[config.mk]
export PLATFORM = sky130hd
export DESIGN_NAME = lfs_supervisor
export DESIGN_NICKNAME = d
export VERILOG_FILES = /design/src/hdl/lfs_supervisor.v
export VERILOG_INCLUDE_DIRS = /design/src /design/src/hdl
export SDC_FILE = /design/constraint.sdc
export NUM_CORES = 1
export LEC_CHECK = 0
export ABC_AREA = 1
export BUFFER_PORTS_ARGS = -buffer_cell sky130_fd_sc_hd__buf_4
export CAP_MARGIN = 20
export CORE_UTILIZATION = 50
export CTS_BUF_LIST = sky130_fd_sc_hd__clkbuf_2 sky130_fd_sc_hd__clkbuf_4 sky130_fd_sc_hd__clkbuf_8
export CTS_CLUSTER_DIAMETER = 200
export DETAILED_ROUTE_END_ITERATION = 7
export GPL_TIMING_DRIVEN = 0
export HOLD_SLACK_MARGIN = 0.12
export PLACE_DENSITY = 0.72
export SETUP_SLACK_MARGIN = 0.02
export SYNTH_ARGS = -nofsm -noshare
export SYNTH_HDL_FRONTEND = slang
export SYNTH_SLANG_ARGS = --single-unit
[constraint.sdc]
create_clock -name ref_clk_i -period 1.2 [get_ports ref_clk_i]
set_clock_uncertainty 0.05 [all_clocks]
set_input_delay 0.12 -clock ref_clk_i [delete_from_list [all_inputs] [get_ports ref_clk_i]]
set_output_delay 0.12 -clock ref_clk_i [all_outputs]
set_load 0.05 [all_outputs]
[src/hdl/lfs_map.vh]
// Constants for the LED driver fault supervisor.
// Assumes inclusion by bare name from the design file.
`ifndef LFS_MAP_VH
`define LFS_MAP_VH
// ============================================================
// Fault counting
`define LFS_OC_CYCLES 3'h4
`define LFS_ARM_PULSE 2'h2
// Gate-low cycles before the open-sense check may fire; longer than the
// input synchroniser so a sense level left over from the on time is gone.
`define LFS_OPEN_LOW 3'h6
// ============================================================
// Synchronised input vector bit positions
`define LFS_IN_OCF 0
`define LFS_IN_OCD 1
`define LFS_IN_PKF 2
`define LFS_IN_PKD 3
`define LFS_IN_OV 4
`define LFS_IN_UV 5
`define LFS_IN_OT 6
`define LFS_IN_STRAP 7
`define LFS_IN_EN 8
`endif

[src/hdl/lfs_supervisor.v]
// Fault supervisor for a step-down LED driver: gates the switch drive.
// Assumes analog comparators give level flags asynchronous to ref_clk_i,
// and that the switching controller supplies its gate request.
//
// Overview of operation
// Over-temperature flag forces gate low and stops switching.
// Thermal shutdown clears by itself when the flag drops.
// Over-current fault after four consecutive high cycles; low cycle restarts.
// Over-current counting skips first pulse after power-on, starts at second.
// Over-current fault forces gate low and latches until reset or toggle.
// Supply-low flag forces gate low and enters standby.
// Supply-low lockout releases automatically when the flag drops.
// Supply-high detection armed only from second switching pulse.
// Supply-high fault forces gate low and latches until reset or toggle.
// Sense at peak while gate low latches sense-open fault.
// Switching resumes only when every active fault has cleared.
// Regulator-strapped dim input selects fixed thresholds.
// Other party clears latches by power cycle or enable toggle.
// Flags synchronised; cycle is one gate pulse; toggle is low then rise.
`include "lfs_map.vh"
module lfs_supervisor (
  input wire ref_clk_i,
  input wire nrst_i,
  input wire enable_i,
  input wire gate_req_i,
  input wire peak_dim_strap_i,
  input wire over_temp_i,
  input wire supply_low_i,
  input wire supply_high_i,
  input wire oc_fixed_i,
  input wire oc_dim_i,
  input wire peak_fixed_i,
  input wire peak_dim_i,
  output reg gate_o,
  output wire standby_o,
  output wire switching_stop_o,
  output wire over_temperature_shutdown_o,
  output wire over_current_fault_o,
  output wire supply_low_lockout_o,
  output wire supply_high_fault_o,
  output wire sense_open_fault_o
);
  // ==========================================================
  // Shared helpers

  // Saturating three-bit increment, used by both cycle counters.
  function [2:0] sat_inc;
    input [2:0] value;
    input [2:0] limit;
    begin
      if (value == limit)
        sat_inc = value;
      else
        sat_inc = value + 3'h1;
    end
  endfunction

  // Threshold selection: a strapped dim input means the fixed comparator.
  function pick;
    input strapped;
    input fixed_lvl;
    input dim_lvl;
    begin
      if (strapped)
        pick = fixed_lvl;
      else
        pick = dim_lvl;
    end
  endfunction

  // ==========================================================
  // Input synchronisers
  // Every flag, strap and enable pin passes three flops; a level counts only once the second and
  // third stages agree, so one metastable sample never reaches the logic.
  // All comparator outputs share one vector so they see equal latency.
  localparam N = 9;
  reg [N-1:0] s1;
  reg [N-1:0] s2;
  reg [N-1:0] s3;
  reg [N-1:0] flt;
  wire [N-1:0] raw;
  wire [N-1:0] agree;
  wire [N-1:0] next_flt;
  assign raw = {enable_i, peak_dim_strap_i, over_temp_i, supply_low_i,
    supply_high_i, peak_dim_i, peak_fixed_i, oc_dim_i, oc_fixed_i};
  assign agree = ~(s2 ^ s3);
  assign next_flt = (agree & s3) | (~agree & flt);
  always @(posedge ref_clk_i) begin
    if (!nrst_i) begin
      s1 <= {N{1'b0}};
      s2 <= {N{1'b0}};
      s3 <= {N{1'b0}};
      flt <= {N{1'b0}};
    end else begin
      s1 <= raw;
      s2 <= s1;
      s3 <= s2;
      flt <= next_flt;
    end
  end

  // Filtered levels.
  wire en_s = flt[`LFS_IN_EN];
  wire strap = flt[`LFS_IN_STRAP];
  wire ot_s = flt[`LFS_IN_OT];
  wire uv_s = flt[`LFS_IN_UV];
  wire ov_s = flt[`LFS_IN_OV];
  wire oc_s = pick(strap, flt[`LFS_IN_OCF], flt[`LFS_IN_OCD]);
  wire pk_f = pick(strap, flt[`LFS_IN_PKF], flt[`LFS_IN_PKD]);

  // ==========================================================
  // Switching pulse tracking
  // Only gate turn-on edges count; the count stops once detection is armed,
  // so it never wraps and disarms over a long run.
  reg gate_q;
  reg [1:0] pulses;
  reg [1:0] next_pulses;
  wire rise = gate_o & ~gate_q;
  wire fall = ~gate_o & gate_q;
  wire armed = (pulses == `LFS_ARM_PULSE);
  always @* begin
    next_pulses = pulses;
    if (rise && !armed)
      next_pulses = pulses + 2'h1;
  end
  always @(posedge ref_clk_i) begin
    if (!nrst_i) begin
      gate_q <= 1'b0;
      pulses <= 2'h0;
    end else begin
      gate_q <= gate_o;
      pulses <= next_pulses;
    end
  end

  // ==========================================================
  // Enable toggle detection
  // A rise only counts after a filtered low was seen, so a steady high never clears
  // anything; the first rise out of reset counts, as the filter reads low until filled.
  reg en_q;
  reg en_seen_low;
  reg next_en_seen_low;
  wire en_rise = en_s & ~en_q & en_seen_low;
  always @* begin
    next_en_seen_low = en_seen_low;
    if (!en_s)
      next_en_seen_low = 1'b1;
    else if (en_rise)
      next_en_seen_low = 1'b0;
  end
  always @(posedge ref_clk_i) begin
    if (!nrst_i) begin
      en_q <= 1'b0;
      en_seen_low <= 1'b0;
    end else begin
      en_q <= en_s;
      en_seen_low <= next_en_seen_low;
    end
  end

  // ==========================================================
  // Over-current cycle counter
  // A cycle is a hit if sense reached the threshold at any time while the
  // gate was on; the synchroniser lag is covered by also taking the level
  // seen at the falling edge.
  reg oc_hit;
  reg next_oc_hit;
  reg [2:0] oc_cnt;
  reg [2:0] next_oc_cnt;
  wire oc_cycle_hit = oc_hit | oc_s;
  wire oc_trip = fall & armed & oc_cycle_hit &
    (oc_cnt == `LFS_OC_CYCLES - 3'h1);
  always @* begin
    next_oc_hit = oc_hit;
    if (rise)
      next_oc_hit = 1'b0;
    else if (gate_o && oc_s)
      next_oc_hit = 1'b1;
  end
  always @* begin
    next_oc_cnt = oc_cnt;
    if (en_rise)
      next_oc_cnt = 3'h0;
    else if (fall && armed) begin
      if (oc_cycle_hit)
        next_oc_cnt = sat_inc(oc_cnt, `LFS_OC_CYCLES);
      else
        next_oc_cnt = 3'h0;
    end
  end
  always @(posedge ref_clk_i) begin
    if (!nrst_i) begin
      oc_hit <= 1'b0;
      oc_cnt <= 3'h0;
    end else begin
      oc_hit <= next_oc_hit;
      oc_cnt <= next_oc_cnt;
    end
  end

  // ==========================================================
  // Gate-low timer for the open-sense check
  // Sense still shows the on-time current for a few cycles after turn-off,
  // so the check waits until that level has left the synchroniser.
  reg [2:0] low_cnt;
  reg [2:0] next_low_cnt;
  wire open_seen = (low_cnt == `LFS_OPEN_LOW) & pk_f;
  always @* begin
    next_low_cnt = 3'h0;
    if (!gate_o)
      next_low_cnt = sat_inc(low_cnt, `LFS_OPEN_LOW);
  end
  always @(posedge ref_clk_i) begin
    if (!nrst_i)
      low_cnt <= 3'h0;
    else
      low_cnt <= next_low_cnt;
  end

  // ==========================================================
  // Fault latches
  // A fresh fault wins over an enable toggle in the same cycle, so a supply-high or
  // sense-open fault still present survives a toggle; an over-current latch clears and recounts.
  reg oc_lat;
  reg ov_lat;
  reg so_lat;
  reg next_oc_lat;
  reg next_ov_lat;
  reg next_so_lat;
  always @* begin
    next_oc_lat = oc_lat;
    next_ov_lat = ov_lat;
    next_so_lat = so_lat;
    if (oc_trip)
      next_oc_lat = 1'b1;
    else if (en_rise)
      next_oc_lat = 1'b0;
    if (armed && ov_s)
      next_ov_lat = 1'b1;
    else if (en_rise)
      next_ov_lat = 1'b0;
    if (open_seen)
      next_so_lat = 1'b1;
    else if (en_rise)
      next_so_lat = 1'b0;
  end
  always @(posedge ref_clk_i) begin
    if (!nrst_i) begin
      oc_lat <= 1'b0;
      ov_lat <= 1'b0;
      so_lat <= 1'b0;
    end else begin
      oc_lat <= next_oc_lat;
      ov_lat <= next_ov_lat;
      so_lat <= next_so_lat;
    end
  end

  // ==========================================================
  // Gate drive
  wire run_ok;
  assign run_ok = ~ot_s & ~uv_s & ~oc_lat & ~ov_lat & ~so_lat & en_s;
  always @(posedge ref_clk_i) begin
    if (!nrst_i)
      gate_o <= 1'b0;
    else
      gate_o <= gate_req_i & run_ok;
  end

  // ==========================================================
  // Status outputs
  assign standby_o = uv_s | ~en_s;
  assign switching_stop_o = ot_s | oc_lat | ov_lat | so_lat;
  assign over_temperature_shutdown_o = ot_s;
  assign over_current_fault_o = oc_lat;
  assign supply_low_lockout_o = uv_s;
  assign supply_high_fault_o = ov_lat;
  assign sense_open_fault_o = so_lat;
endmodule

==> run metrics <==
status=finished with violations; failing checks=negative setup slack; Final Instance Count excl. Fillers=about 310; Crit Path Class=reg -> out; Sw Ratio=24.1%; Ports=20; clock tree root driver cell=clkbuf_4; NumNets Final=285; largest area contributor in the netlist=dfxtp_1; combinational family with the most area after synthesis=simple AND/OR/NAND/NOR gates; pin count of the biggest net entering global routing=19; vias in the first global route=1341; Post-synth top flop=dfxtp_1; Post-DRT Antenna Nets=0; Slew @ Worst Pin=around 0.30 ns; Core Footprint=3420 µm²; post-synthesis mux area share=0%; hpwl dp=1960 µm; top cells by area, synth=dfxtp_1 (57%), inv_1 (9.9%), nand2_1 (9.4%); hold path start=s1[3]; most frequent cells in the layout=inv_1 (45), nand2_1 (44), dfxtp_1 (41); Gate Count Post-Synth=220; H-tree depth=2; Max IR drop VDD=0.897 mV; CTS clk-pin slew, worst paths=0.15 ns; clock buffer depth=2; # diodes=0; ys async rst share=0%; WL final=3230 µm; total power=2.76 mW; TritonRoute pass-1 iters=4; aggregate global routing overflow=0; hold crit path type=reg -> reg; setup violators final=4; chip height=between 60 and 70 µm; clk_lat worst skew=about 0.38 ns; vias per cell=4.51; Critical Path Start Type=register; Post-route DRC=0; GRT Overall Usage=a little under a fifth; worst endpoint required time=1.03 ns; Synth Area in Adders=4.11%; CP Data Arrival Time=1.13 ns; die width=about 62 µm; Flop pwr share=between 60% and 70%; distinct cell type count after synthesis=20; Avg Synthesized Cell Area=approximately 8.3 µm²; Comb power frac=5.5%; synthesized cell area=1830 µm²; WL/cell=10.3 µm; Final Critical Period=roughly 1.3 ns; CTS tree=built; Power Density=approximately 1100 nW/µm²; Die ar.=3900 µm²; simple logic cell fraction of the synthesized area=16.8%; post-synthesis sequential area ratio=a little under three fifths; clock sinks=52; Placed Cells=284; initial antenna violation count=0; number of flops mapped to enable cells by yosys=0; Final Cycle Share=108%; Synth Area in Compound Gates=10.7%; initial core utilization=53.5%; P&R area growth vs syn=31.6%; Slew headroom=80.2%; commonest non-fill, non-tap cell in the layout=inv_1; first-pass GRT wire length=5530 µm; post-synth top area share=56.9%; cell-internal power=2.09 mW; endpoints failing hold=0; Synthesis Warnings=0; RePlAce Congestion=just under 0.7; clock power share=29.5%; setup ws final=-0.101 ns; Synthesized Nets=around 240; Yosys reg bits=52; total of max-cap violations=0; routed via count=about 1400; element type at the critical path end=output pin; DR iter-0 viols=41; TritonCTS buffer count=5; num rows=21; post-synthesis xor/xnor area fraction=0%; Reg-to-Reg Start=pulses[0]; Max Freq=769 MHz; share of cells above drive strength 1=25.0%; Max Transition Viols Final=0; RSZ-0062 raised after global routing=true; Sw Pwr=0.664 mW; port buffer count=18; # fillers=255; Leak=1.22 nW; crit path max fanout=2
cells in the mapped netlist (2+ instances only):
library cell and instances:
nor2_1 15, dfxtp_1 52, nand2_1 46, o21ai_0 15, inv_1 48, nand3_1 5, ha_1 6, nand3_2 2
buf_2 4, a21oi_1 17
cell families after synthesis:
kind of cell / count (synthesis)
adder cells (fa/ha/maj): 6
flip-flops: 52
AND/OR/NAND/NOR: 72
AO/OA/AOI/OAI: 37
buffers and inverters: 53
layout make-up:
type / instances / area (µm²) / share of cell area (%)
multi-input combinational: 115 / 641 / 26.6
tap: 46 / 57.6 / 2.39
clock buffer: 5 / 37.5 / 1.56
timing repair buffer: 40 / 373 / 15.5
sequential: 52 / 1060 / 44.1
clock inverter: 3 / 25.0 / 1.04
buffer: 5 / 27.5 / 1.14
inverter: 48 / 183 / 7.59
power by group through the flow:
stage               clock network [mW]  registers (mW)  logic (mW)
finish                           0.812            1.79       0.152
detailed placement                   0            1.84       0.121
CTS                              0.846            1.80       0.150
global route                     0.935            1.80       0.175
global placement                     0            1.83       0.116
floorplan                            0            1.83      0.0773
through the flow:
step | setup slack (ns) | area (µm²) | util [%] | hold slack (ns) | TNS [ns]
floorplan | -0.0545 | 1840 | - | 0.168 | -0.0545
global placement | -0.0934 | 2030 | 59.4 | 0.250 | -0.318
global route | -0.174 | 2410 | 70.4 | 0.368 | -0.720
finish | -0.101 | 2410 | 70.4 | 0.375 | -0.188
CTS | -0.0939 | 2340 | 68.5 | 0.376 | -0.0989
detailed placement | -0.0891 | 2030 | 59.4 | 0.254 | -0.309
final timing paths:
path                                         end  slack [ns]  cells past startpoint
worst min register to register             s2[3]        0.37                      2
worst min-delay path                       s2[3]        0.37                      2
worst max-delay path            switching_stop_o       -0.10                      3
worst max register to register         oc_cnt[2]       -0.01                      8
critical path, cell delays in order (launching register included):
cell	delay (ns)
dfxtp_2	0.37
nor2_2	0.10
nand3_2	0.12
buf_8	0.17
metal layers:
metal / up-vias / wire, µm / track usage, %
li1: 762 / - / -
met2: 25 / 1610 / 32.1
met1: 622 / 1440 / 20.1
met3: 8 / 121 / 6.57
met4: 0 / 64 / 6.69
met5: - / 0 / 0
what timing repair did:
| action | 4_1_cts | 5_1_grt |
|---|---|---|
| hold endpoints to repair | 15 | 0 |
| hold buffers | 11 | 0 |
| buffers inserted | 7 | 4 |
| resized for setup | 27 | 13 |
| endpoints found under the setup margin | 11 | 13 |
| pin swaps | 8 | 3 |
| gates cloned | 0 | 0 |
Note: power is estimated with default switching activity, not from simulation.
